<file path="config.mk">
export PLATFORM = sky130hd
export DESIGN_NAME = system_pll_control
export DESIGN_NICKNAME = d
export VERILOG_FILES = /design/src/include/pll_control_pkg.sv /design/src/design/system_pll_control.sv
export VERILOG_INCLUDE_DIRS = /design/src /design/src/include
export SDC_FILE = /design/constraint.sdc
export NUM_CORES = 1
export LEC_CHECK = 0
export BUFFER_PORTS_ARGS = -buffer_cell sky130_fd_sc_hd__buf_2
export CAP_MARGIN = 20
export CORE_MARGIN = 3
export CORE_UTILIZATION = 42
export DETAILED_ROUTE_END_ITERATION = 10
export PLACE_DENSITY = 0.75
export SLEW_MARGIN = 5
export SYNTH_ARGS = -nofsm -noshare
export SYNTH_HDL_FRONTEND = slang
export SYNTH_SLANG_ARGS = --single-unit
</file>
<file path="constraint.sdc">
create_clock -name I_CORE_CLK -period 2.1 [get_ports I_CORE_CLK]
set_input_delay 0.315 -clock I_CORE_CLK [delete_from_list [all_inputs] [get_ports I_CORE_CLK]]
set_output_delay 0.315 -clock I_CORE_CLK [all_outputs]
set_load 0.005 [all_outputs]
</file>
<file path="src/include/pll_control_params.svh">
// Offsets, field positions, keys and decode figures of the PLL control block
`ifndef PLL_CONTROL_PARAMS_SVH
`define PLL_CONTROL_PARAMS_SVH

`define ADDR_PLL_CONTROL   4'h0
`define ADDR_UNLOCK_KEY    4'h4
`define ADDR_STATUS        4'h8
`define ADDR_LSB           2
`define ADDR_MSB           3

`define ODIV_MSB           26
`define ODIV_LSB           24
`define MULT_MSB           22
`define MULT_LSB           16
`define IDIV_MSB           10
`define IDIV_LSB           8
`define ICLK_BIT           7
`define RANGE_MSB          2
`define RANGE_LSB          0
`define PLL_WRITABLE_MASK  32'h077f_0787

`define ODIV_CODE_MIN      3'h1
`define ODIV_CODE_MAX      3'h5
`define RATIO_BASE         6'h01
`define MULT_OFFSET        8'h01
`define CURRENT_OSCILLATOR_CODE_LOOP_ACTIVE   3'h1

`define UNLOCK_KEY_FIRST   32'h5a5a_0f0f
`define UNLOCK_KEY_SECOND  32'ha5a5_f0f0

`define STAT_UNLOCKED_BIT  0
`define STAT_ACTIVE_BIT    1
`define STAT_REFUSED_BIT   2

`define RESP_OKAY          2'h0
`define RESP_SLVERR        2'h2

`endif

</file>
<file path="src/include/pll_control_pkg.sv">
// Types shared by the PLL control block
package pll_control_pkg;
  typedef enum logic [1:0] {
    LOCKED,
    FIRST_KEY_SEEN,
    UNLOCKED
  } unlock_type;
endpackage

</file>
<file path="src/design/system_pll_control.sv">
// System PLL control register with unlock guard, behind an AXI4-Lite slave
`timescale 1ns/1ns
`default_nettype none
`include "pll_control_params.svh"

module system_pll_control
  import pll_control_pkg::*;
(
  // Clock and reset
  input  wire logic        I_CORE_CLK,
  input  wire logic        I_RST_N,
  // AXI4-Lite write address and data
  input  wire logic        I_AWVALID,
  output logic             O_AWREADY,
  input  wire logic [31:0] I_AWADDR,
  input  wire logic [2:0]  I_AWPROT,
  input  wire logic        I_WVALID,
  output logic             O_WREADY,
  input  wire logic [31:0] I_WDATA,
  input  wire logic [3:0]  I_WSTRB,
  // AXI4-Lite write response
  output logic             O_BVALID,
  input  wire logic        I_BREADY,
  output logic [1:0]       O_BRESP,
  // AXI4-Lite read
  input  wire logic        I_ARVALID,
  output logic             O_ARREADY,
  input  wire logic [31:0] I_ARADDR,
  input  wire logic [2:0]  I_ARPROT,
  output logic             O_RVALID,
  input  wire logic        I_RREADY,
  output logic [31:0]      O_RDATA,
  output logic [1:0]       O_RRESP,
  // Configuration word defaults
  input  wire logic [2:0]  I_CFG_OUTPUT_DIVIDER_DEFAULT,
  input  wire logic [6:0]  I_CFG_MULTIPLIER_DEFAULT,
  input  wire logic [2:0]  I_CFG_INPUT_DIVIDER_DEFAULT,
  input  wire logic        I_CFG_INPUT_CLOCK_SELECT_DEFAULT,
  input  wire logic [2:0]  I_CFG_INPUT_RANGE_DEFAULT,
  // Oscillator selector
  input  wire logic [2:0]  I_CURRENT_OSCILLATOR_CODE,
  // PLL settings
  output logic [2:0]       O_OUTPUT_DIVIDER_FIELD,
  output logic [6:0]       O_MULTIPLIER_FIELD,
  output logic [2:0]       O_INPUT_DIVIDER_FIELD,
  output logic             O_INPUT_CLOCK_SELECT,
  output logic [2:0]       O_INPUT_RANGE_FIELD,
  output logic [5:0]       O_OUTPUT_DIVIDE_RATIO,
  output logic             O_OUTPUT_DIVIDER_LEGAL,
  output logic [7:0]       O_MULTIPLY_FACTOR
);

  // Bus state
  logic        aw_full;
  logic        w_full;
  logic [3:0]  aw_addr;
  logic [31:0] w_data;
  logic [3:0]  w_strb;
  logic        bvalid;
  logic [1:0]  bresp;
  logic        rvalid;
  logic [31:0] rdata;
  logic [1:0]  rresp;
  logic        next_aw_full;
  logic        next_w_full;
  logic [3:0]  next_aw_addr;
  logic [31:0] next_w_data;
  logic [3:0]  next_w_strb;
  logic        next_bvalid;
  logic [1:0]  next_bresp;
  logic        next_rvalid;
  logic [31:0] next_rdata;
  logic [1:0]  next_rresp;

  // Register state
  logic [31:0] pll_control_register;
  logic [31:0] next_pll_control_register;
  unlock_type  unlock;
  unlock_type  next_unlock;
  logic        refused;
  logic        next_refused;
  logic [5:0]  ratio;
  logic [5:0]  next_ratio;
  logic        ratio_legal;
  logic        next_ratio_legal;
  logic [7:0]  factor;
  logic [7:0]  next_factor;

  logic        do_write;
  logic        loop_active;
  logic        pll_accept;
  logic [31:0] strobe_mask;
  logic [31:0] status_word;
  logic [31:0] cfg_word;

  assign O_AWREADY = !aw_full && !bvalid;
  assign O_WREADY  = !w_full && !bvalid;
  assign O_ARREADY = !rvalid;
  assign do_write  = aw_full && w_full && !bvalid;
  assign loop_active = (I_CURRENT_OSCILLATOR_CODE == `CURRENT_OSCILLATOR_CODE_LOOP_ACTIVE);
  // A write lands only after the full key pair and never while the loop clocks the core
  assign pll_accept = do_write && (aw_addr == `ADDR_PLL_CONTROL) && (unlock == UNLOCKED)
                      && !loop_active;

  genvar lane;
  generate
    for (lane = 0; lane < 4; lane++) begin : g_strobe
      assign strobe_mask[lane*8 +: 8] = {8{w_strb[lane]}};
    end
  endgenerate

  always_comb begin
    cfg_word = 32'h0000_0000;
    cfg_word[`ODIV_MSB:`ODIV_LSB]   = I_CFG_OUTPUT_DIVIDER_DEFAULT;
    cfg_word[`MULT_MSB:`MULT_LSB]   = I_CFG_MULTIPLIER_DEFAULT;
    cfg_word[`IDIV_MSB:`IDIV_LSB]   = I_CFG_INPUT_DIVIDER_DEFAULT;
    cfg_word[`ICLK_BIT]             = I_CFG_INPUT_CLOCK_SELECT_DEFAULT;
    cfg_word[`RANGE_MSB:`RANGE_LSB] = I_CFG_INPUT_RANGE_DEFAULT;
  end

  always_comb begin
    status_word = 32'h0000_0000;
    status_word[`STAT_UNLOCKED_BIT] = (unlock == UNLOCKED);
    status_word[`STAT_ACTIVE_BIT]   = loop_active;
    status_word[`STAT_REFUSED_BIT]  = refused;
  end

  // Bus channels
  always_comb begin
    next_aw_full = aw_full;
    next_w_full  = w_full;
    next_aw_addr = aw_addr;
    next_w_data  = w_data;
    next_w_strb  = w_strb;
    next_bvalid  = bvalid;
    next_bresp   = bresp;
    next_rvalid  = rvalid;
    next_rdata   = rdata;
    next_rresp   = rresp;
    if (I_AWVALID && O_AWREADY) begin
      next_aw_full = 1'b1;
      next_aw_addr = I_AWADDR[3:0];
    end
    if (I_WVALID && O_WREADY) begin
      next_w_full = 1'b1;
      next_w_data = I_WDATA;
      next_w_strb = I_WSTRB;
    end
    if (do_write) begin
      next_aw_full = 1'b0;
      next_w_full  = 1'b0;
      next_bvalid  = 1'b1;
      unique case (aw_addr)
        `ADDR_PLL_CONTROL, `ADDR_UNLOCK_KEY, `ADDR_STATUS: next_bresp = `RESP_OKAY;
        default: next_bresp = `RESP_SLVERR;
      endcase
    end
    if (bvalid && I_BREADY) begin
      next_bvalid = 1'b0;
    end
    if (rvalid && I_RREADY) begin
      next_rvalid = 1'b0;
    end
    if (I_ARVALID && O_ARREADY) begin
      next_rvalid = 1'b1;
      next_rresp  = `RESP_OKAY;
      unique case (I_ARADDR[3:0])
        `ADDR_PLL_CONTROL: next_rdata = pll_control_register & `PLL_WRITABLE_MASK;
        `ADDR_UNLOCK_KEY:  next_rdata = 32'h0000_0000;
        `ADDR_STATUS:      next_rdata = status_word;
        default: begin
          next_rdata = 32'h0000_0000;
          next_rresp = `RESP_SLVERR;
        end
      endcase
    end
  end

  always_ff @(posedge I_CORE_CLK) begin
    if (!I_RST_N) begin
      aw_full <= 1'b0;
      w_full  <= 1'b0;
      aw_addr <= 4'h0;
      w_data  <= 32'h0000_0000;
      w_strb  <= 4'h0;
      bvalid  <= 1'b0;
      bresp   <= `RESP_OKAY;
      rvalid  <= 1'b0;
      rdata   <= 32'h0000_0000;
      rresp   <= `RESP_OKAY;
    end else begin
      aw_full <= next_aw_full;
      w_full  <= next_w_full;
      aw_addr <= next_aw_addr;
      w_data  <= next_w_data;
      w_strb  <= next_w_strb;
      bvalid  <= next_bvalid;
      bresp   <= next_bresp;
      rvalid  <= next_rvalid;
      rdata   <= next_rdata;
      rresp   <= next_rresp;
    end
  end

  // Control register, unlock sequencer and decoded settings
  always_comb begin
    next_pll_control_register = pll_control_register;
    next_unlock  = unlock;
    next_refused = refused;
    if (do_write) begin
      // Any bus write other than the expected key breaks the sequence
      next_unlock = LOCKED;
      if (aw_addr == `ADDR_UNLOCK_KEY && (&w_strb)) begin
        if (w_data == `UNLOCK_KEY_FIRST) begin
          next_unlock = FIRST_KEY_SEEN;
        end else if (w_data == `UNLOCK_KEY_SECOND && unlock == FIRST_KEY_SEEN) begin
          next_unlock = UNLOCKED;
        end
      end
      if (aw_addr == `ADDR_STATUS && w_strb[0] && w_data[`STAT_REFUSED_BIT]) begin
        next_refused = 1'b0;
      end
      if (aw_addr == `ADDR_PLL_CONTROL && !pll_accept) begin
        next_refused = 1'b1;
      end
    end
    if (pll_accept) begin
      next_pll_control_register = (pll_control_register & ~(strobe_mask & `PLL_WRITABLE_MASK))
                                  | (w_data & strobe_mask & `PLL_WRITABLE_MASK);
    end
    next_factor = {1'b0, next_pll_control_register[`MULT_MSB:`MULT_LSB]} + `MULT_OFFSET;
    next_ratio_legal = (next_pll_control_register[`ODIV_MSB:`ODIV_LSB] >= `ODIV_CODE_MIN)
                       && (next_pll_control_register[`ODIV_MSB:`ODIV_LSB] <= `ODIV_CODE_MAX);
    // Reserved codes report ratio zero so nothing downstream trusts them
    next_ratio = next_ratio_legal ? (`RATIO_BASE << next_pll_control_register[`ODIV_MSB:`ODIV_LSB])
                                  : 6'h00;
  end

  always_ff @(posedge I_CORE_CLK) begin
    if (!I_RST_N) begin
      pll_control_register <= cfg_word;
      unlock      <= LOCKED;
      refused     <= 1'b0;
      ratio       <= 6'h00;
      ratio_legal <= 1'b0;
      factor      <= 8'h00;
    end else begin
      pll_control_register <= next_pll_control_register;
      unlock      <= next_unlock;
      refused     <= next_refused;
      ratio       <= next_ratio;
      ratio_legal <= next_ratio_legal;
      factor      <= next_factor;
    end
  end

  assign O_BVALID = bvalid;
  assign O_BRESP  = bresp;
  assign O_RVALID = rvalid;
  assign O_RDATA  = rdata;
  assign O_RRESP  = rresp;
  assign O_OUTPUT_DIVIDER_FIELD = pll_control_register[`ODIV_MSB:`ODIV_LSB];
  assign O_MULTIPLIER_FIELD     = pll_control_register[`MULT_MSB:`MULT_LSB];
  assign O_INPUT_DIVIDER_FIELD  = pll_control_register[`IDIV_MSB:`IDIV_LSB];
  assign O_INPUT_CLOCK_SELECT   = pll_control_register[`ICLK_BIT];
  assign O_INPUT_RANGE_FIELD    = pll_control_register[`RANGE_MSB:`RANGE_LSB];
  assign O_OUTPUT_DIVIDE_RATIO  = ratio;
  assign O_OUTPUT_DIVIDER_LEGAL = ratio_legal;
  assign O_MULTIPLY_FACTOR      = factor;

  // Helper for the read-back check
  logic rd_is_pll;
  always_ff @(posedge I_CORE_CLK) begin
    if (!I_RST_N) begin
      rd_is_pll <= 1'b0;
    end else if (I_ARVALID && O_ARREADY) begin
      rd_is_pll <= (I_ARADDR[3:0] == `ADDR_PLL_CONTROL);
    end
  end

  chk_odiv_ratio_decode: assert property (@(posedge I_CORE_CLK) disable iff (!I_RST_N)
    $past(I_RST_N) |-> (ratio_legal ? (ratio == (`RATIO_BASE << O_OUTPUT_DIVIDER_FIELD)) : (ratio == 6'h00))
      && (ratio_legal == (O_OUTPUT_DIVIDER_FIELD inside {[`ODIV_CODE_MIN:`ODIV_CODE_MAX]})))
    else $error("output divide ratio does not match the divider code");

  chk_mult_factor_value: assert property (@(posedge I_CORE_CLK) disable iff (!I_RST_N)
    $past(I_RST_N) |-> (factor == {1'b0, O_MULTIPLIER_FIELD} + `MULT_OFFSET))
    else $error("multiply factor is not the field plus one");

  chk_reset_cfg_load: assert property (@(posedge I_CORE_CLK)
    !I_RST_N |=> (O_OUTPUT_DIVIDER_FIELD == $past(I_CFG_OUTPUT_DIVIDER_DEFAULT))
      && (O_MULTIPLIER_FIELD == $past(I_CFG_MULTIPLIER_DEFAULT))
      && (O_INPUT_DIVIDER_FIELD == $past(I_CFG_INPUT_DIVIDER_DEFAULT))
      && (O_INPUT_CLOCK_SELECT == $past(I_CFG_INPUT_CLOCK_SELECT_DEFAULT))
      && (O_INPUT_RANGE_FIELD == $past(I_CFG_INPUT_RANGE_DEFAULT)))
    else $error("fields not loaded from configuration at reset");

  chk_locked_write_ignored: assert property (@(posedge I_CORE_CLK) disable iff (!I_RST_N)
    (do_write && aw_addr == `ADDR_PLL_CONTROL && unlock != UNLOCKED) |=> $stable(pll_control_register) ##1 refused)
    else $error("control register changed without unlock");

  chk_active_loop_block: assert property (@(posedge I_CORE_CLK) disable iff (!I_RST_N)
    (do_write && aw_addr == `ADDR_PLL_CONTROL && I_CURRENT_OSCILLATOR_CODE == `CURRENT_OSCILLATOR_CODE_LOOP_ACTIVE)
      |=> $stable(pll_control_register))
    else $error("control register changed while loop is the clock source");

  chk_reserved_read_zero: assert property (@(posedge I_CORE_CLK) disable iff (!I_RST_N)
    (O_RVALID && rd_is_pll) |-> (O_RDATA[31:27] == 5'h00) && !O_RDATA[23] && (O_RDATA[15:11] == 5'h00))
    else $error("unimplemented bits read non-zero");

  chk_field_write_store: assert property (@(posedge I_CORE_CLK) disable iff (!I_RST_N)
    (pll_accept && w_strb == 4'hf) |=> (O_INPUT_DIVIDER_FIELD == $past(w_data[`IDIV_MSB:`IDIV_LSB]))
      && (O_INPUT_CLOCK_SELECT == $past(w_data[`ICLK_BIT]))
      && (O_INPUT_RANGE_FIELD == $past(w_data[`RANGE_MSB:`RANGE_LSB]))
      && (unlock == LOCKED))
    else $error("accepted write did not store the fields");

  chk_bresp_hold: assert property (@(posedge I_CORE_CLK) disable iff (!I_RST_N)
    (O_BVALID && !I_BREADY) |=> O_BVALID && $stable(O_BRESP))
    else $error("write response dropped before it was taken");

endmodule // system_pll_control
`default_nettype wire

</file>
## After elaboration in Yosys (flattened, before gate mapping)

Cells that the tools add are included.

| operators by class | value |
|---|---|
| equality and inequality tests | 10 |
| bitwise gates (word level) | 5 |
| shift-type cells | 1 |
| $add $sub $neg | 1 |
| muxes and demuxes | 12 |
| reductions and logical operators | 35 |
| $lt $le $gt $ge | 2 |

Operators by type and width:

| cell | count |
|---|---|
| two-way mux 27 bit | 2 |
| one-hot mux 27 bit (2 select lines) | 1 |
| AND 32 bit | 1 |
| == test 32 x 31 -> 1 bit, second input constant | 1 |
| == test 32 bit, second input constant | 1 |
| inverter 27 -> 32 bit | 1 |
| bitwise OR 32 x 27 -> 32 bit | 1 |
| AND 27 bit | 1 |
| logical AND 1 bit | 18 |
| two-way mux 2 bit | 5 |
| adder 7 x 1 -> 8 bit, second input constant | 1 |
| == test 4 x 3 -> 1 bit, second input constant | 2 |
| == test 4 bit, second input constant | 2 |
| logical NOT 4 bit | 2 |
| logical NOT 1 bit | 6 |
| OR reduction 3 bit | 2 |
| << shifter 1 x 3 -> 6 bit, first input constant | 1 |
| two-way mux 1 bit | 4 |
| AND reduction 2 bit | 2 |
| AND reduction 4 bit | 1 |
| nonzero test 2 bit | 2 |
| OR reduction 2 bit | 2 |
| == test 3 x 1 -> 1 bit, second input constant | 1 |
| greater-or-equal comparator 3 x 1 -> 1 bit, second input constant | 1 |
| other kinds (5) | 5 |

| word-level totals | value |
|---|---|
| output and inout bits | 73 |
| logic and storage cells | 84 |
| bits of input ports | 133 |
| register bits after elaboration | 130 |

## Longest topological paths before layout

| depth | value |
|---|---|
| word-level depth | 9 |
| depth in mapped cells | 10 |

## Worst setup path after synthesis

No wires, ideal clock.

| timing | value |
|---|---|
| path type | in2reg |
| from | input I_CURRENT_OSCILLATOR_CODE[1] |
| to | register factor[4] (netlist: O_MULTIPLY_FACTOR[4]) |
| library setup time | 0.115 ns |
| required time | 1.985 ns |
| slack | -0.103 ns |
| path buffers | 1 |
| arrival | 2.088 ns |
| cell stages on the path | 9 |
| cell sequence | or3b_1 > clkbuf_4 > nand4_2 > mux2_2 > ha_1 > and3_1 > xnor2_1 > mux2i_1 > and2_1 |

| between the ends | value |
|---|---|
| longest elaborated chain between the ends | 5 |

Ends and longest elaborated chain:

| item | RTL line | text |
|---|---|---|
| from (decl) | system_pll_control.sv:41 | `input wire logic [2:0] I_CURRENT_OSCILLATOR_CODE,` |
| == test 3 x 1 -> 1 bit (no source line) | - |  |
| logical NOT 1 bit | system_pll_control.sv:103 | `&& !loop_active;` |
| logical AND 1 bit | system_pll_control.sv:102 | `` assign pll_accept = do_write && (aw_addr == `ADDR_PLL_CONTROL) && (unlock == UNLOCKED) `` |
| two-way mux 27 bit | system_pll_control.sv:227 | `if (pll_accept) begin` |
| adder 7 x 1 -> 8 bit (no source line) | - |  |
| to (signal assigned) | system_pll_control.sv:253 | `factor <= next_factor;` |
| to (decl) | system_pll_control.sv:86 | `logic [7:0] factor;` |

Every way passes these cells. The select of a mux whose other input is x is not followed.
A chain may end at the register's enable or synchronous reset.

## Final worst setup path

| timing | value |
|---|---|
| from | register aw_addr[1] |
| to | register factor[6] (netlist: O_MULTIPLY_FACTOR[6]) |

| between the ends | value |
|---|---|
| longest elaborated chain between the ends | 6 |

Ends and longest elaborated chain:

| item | RTL line | text |
|---|---|---|
| from (decl) | system_pll_control.sv:56 | `logic [3:0] aw_addr;` |
| from (signal assigned) | system_pll_control.sv:194 | `aw_addr <= next_aw_addr;` |
| logical NOT 4 bit | - |  |
| logical AND 1 bit (3 in series) | system_pll_control.sv:102 |  |
| two-way mux 27 bit | system_pll_control.sv:227 |  |
| adder 7 x 1 -> 8 bit (no source line) | - |  |

Every way passes these cells. The select of a mux whose other input is x is not followed.

==> flow_summary.json <==
{
  "p_int_w": 0.00307,
  "cp_slowest_cell": "nor4_4",
  "ys_types": 62,
  "seq_area_frac_synth_pct": 46.4,
  "io_buffer_count": 126,
  "synthArstFlopShare_pct": 0,
  "ant_nets": 0,
  "ys_warn_count": 0,
  "cts_made_buffers": 9,
  "critical_path.max_stage_delay_ns": 0.36,
  "cp_max_fo": 6,
  "dominantRegCellSynth": "dfxtp_1",
  "cp.required_ns": 2.34,
  "synthesis.area_mm2": 0.00438,
  "die_y_um": 108,
  "antenna_found_initial": 0,
  "first_global_vias": 3766,
  "rr_startpoint": "aw_addr[1]",
  "p_sw_w": 0.00105,
  "combPwrFrac_pct": 13.9,
  "cts_tree": "done",
  "critPathLaunch": "aw_addr[1]",
  "slew_violations": 0,
  "reg2reg_depth": 8,
  "htreeDepth": 3,
  "dr.pass1.iters": 4,
  "worstSetupPathType": "flip-flop to flip-flop",
  "wl_mm": 11.5,
  "timing.rr.end": "O_MULTIPLY_FACTOR[6]",
  "fin_crit_sh_pct": 97.8,
  "hp-class": "input pin to flip-flop",
  "clk_latency_ns": 0.35,
  "outcome": "completed",
  "io_pins": 206,
  "fill_cells": 945,
  "path_depth": 8,
  "dp_hpwl_mm": 8.63,
  "grt_remaining_overflow": 0,
  "viasPerCell": 5.17,
  "worstPathCellList": "nor4_4 > nand4_4 > mux2_4 > ha_4 > and3_4 > nand3_2 > xor2_2 > o22ai_2",
  "netlist_instances": 497,
  "place_worst_setup_slack_ns": -0.140,
  "arrival_ns": 2.29,
  "fin_ws_ns": 0.0463,
  "synth_seq_cells": 98,
  "p_seq_share_pct": 51.7,
  "ir_worst_vdd_uv": 390,
  "synthToLayoutAreaGrowth_pct": 24.4,
  "clock_path_buffers": 2,
  "post-route-util_pct": 54.7,
  "cap_viol_max_count": 0,
  "tns_ns": 0,
  "clkTransAtPathRegs_ns": 0.09,
  "hold_viol_final": 0,
  "cp-start-kind": "flip-flop",
  "fin_hold_ws_ns": 0.195,
  "die_area_mm2": 0.0117,
  "wl_per_cell_um": 15.1,
  "grt_pass1_wl_mm": 18.1,
  "syn_avg_cell_area_um2": 8.82,
  "vias": 3932,
  "switching_share_pct": 25.4,
  "initial_core_util_pct": 44.0,
  "end_kind": "flip-flop",
  "grt_usage_pct": 19.6,
  "power.static_leakage_nw": 2.34,
  "drc": 0,
  "setup_viol_count_final": 0,
  "regToRegSetupSlack_ns": 0.05,
  "antenna_cells": 0,
  "finClkSkew_ns": 0.0112,
  "path_delay_family": "simple AND/OR/NAND/NOR gates",
  "nets": 757,
  "period_minus_slack_ns": 2.05,
  "core_mm2": 0.00995,
  "die_w_um": 108,
  "fmax_ghz": 0.487,
  "rsz0062_at_grt": "true",
  "clockPowerShare_pct": 34.5,
  "cp.buffers_inverters": 0,
  "cts-hold-fix-buffers": 0,
  "rows": 36,
  "cts_root_buf": "clkbuf_8",
  "clock_sinks": 98,
  "drive_gt1_share_pct": 29.9,
  "worstSetupEndpoint": "O_MULTIPLY_FACTOR[6]",
  "synth_edf_count": 7,
  "drt_iter0_drc": 218,
  "grt_max_degree": 78,
  "placed_area_mm2": 0.00516,
  "stdcell_area_mm2": 0.00545,
  "routabilityCongestion": 0.836,
  "power_density_mw_per_mm2": 757
}
[kinds of logic (layout without fill, tap and decap cells)]
kind of cell	count (synthesis)	after routing	synth area share, %
buf+inv	55	169	6.88
xor+xnor	8	8	1.60
mux	26	26	6.03
simple gates	215	215	25.7
fa+ha+maj	1	1	0.286
compound gates	93	93	13.0
other cells	1	18	0.0856
flops	98	98	46.4
[worst min path at each step]
stage	end	from	slack, ns	cells after the start
2_1_floorplan	refused	refused	0.44	2
3_3_place_gp	w_data[11]	w_data[11]	0.45	2
3_5_place_dp	refused	refused	0.46	2
4_1_cts	pll_control_register[16]	I_CFG_MULTIPLIER_DEFAULT[0]	0.18	3
5_1_grt	pll_control_register[17]	I_CFG_MULTIPLIER_DEFAULT[1]	0.18	2
6_report	pll_control_register[16]	I_CFG_MULTIPLIER_DEFAULT[0]	0.20	3
[worst register-to-register path: stages (launching register included)]
cell	delay (ns)
dfxtp_2	0.34
nor4_4	0.36
nand4_4	0.16
mux2_4	0.35
ha_4	0.19
and3_4	0.18
nand3_2	0.08
xor2_2	0.16
o22ai_2	0.11
[stage by stage]
step                total power, W  instances
CTS                        0.00415        760
global placement           0.00271        744
floorplan                  0.00249        514
global route               0.00433        761
finish                     0.00412        761
detailed placement         0.00273        744
[Yosys cell counts (all sizes together), types with 7 or more instances]
cell,n,area [µm²]
o2bb2ai,7,61.3
mux2i,23,230
a21oi,56,284
nor2,47,176
nand3,7,35.0
and2,7,43.8
dfxtp,91,1820
edfxtp,7,210
nand4,11,90.1
buf,24,171
a22oi,14,105
nand2,91,342
clkbuf,27,115
[power by group through the flow]
| stage | clock [W] | combinational (W) | sequential (W) |
|---|---|---|---|
| 2_1_floorplan | 0 | 0.000369 | 0.00213 |
| 3_3_place_gp | 0 | 0.000546 | 0.00216 |
| 3_5_place_dp | 0 | 0.000562 | 0.00217 |
| 4_1_cts | 0.00146 | 0.000567 | 0.00213 |
| 5_1_grt | 0.00154 | 0.000642 | 0.00215 |
| 6_report | 0.00142 | 0.000572 | 0.00213 |
[layout make-up]
class | instances | area [µm²] | area share [%]
Clock inverter | 3 | 68.8 | 1.26
Sequential cell | 98 | 2030 | 37.3
Inverter | 4 | 15.0 | 0.276
Multi-Input combinational cell | 361 | 2170 | 39.8
Timing Repair Buffer | 149 | 816 | 15.0
Tap cell | 133 | 166 | 3.05
Clock buffer | 13 | 179 | 3.28
[layer usage]
layer / part of all wire [%] / track usage [%] / vias up / wire length [µm]
li1: - / - / 1954 / -
met1: 44 / 24.6 / 1823 / 5040
met2: 48 / 32.9 / 143 / 5540
met3: 6.5 / 4.36 / 12 / 743
met4: 1.4 / 7.30 / 0 / 162
met5: 0 / 0 / - / 0
[sequential cells by signal (all words and copies together), names as in the netlist]
signal,count
O_OUTPUT_DIVIDE_RATIO,6
w_full,1
w_strb,4
refused,1
aw_full,1
unlock,2
O_BRESP,1
O_RDATA,17
O_BVALID,1
aw_addr,4
O_MULTIPLY_FACTOR,8
O_RVALID,1
w_data,32
O_RRESP,1
pll_control_register,17
O_OUTPUT_DIVIDER_LEGAL,1
[cells in the final DEF (no fill, tap or decap), types with 4 or more instances in the layout]
cell / count
mux2i_1: 22
clkbuf_8: 13
a22oi_1: 14
o2bb2ai_1: 7
nor4b_1: 4
buf_4: 22
nand2_1: 91
nor3b_1: 5
buf_2: 126
nand4b_1: 4
edfxtp_1: 7
nand3_1: 6
dfxtp_1: 89
a21oi_1: 55
xnor2_1: 4
nand4_1: 9
conb_1: 18
and2_1: 7
nor2_1: 47
[what timing repair did]
action	in CTS	in global routing
hold endpoints to repair	0	0
buffers inserted	0	1
endpoints found under the setup margin	1	3
pin swaps	3	4
resized for setup	2	7
Power figures use the tool's default switching activity.
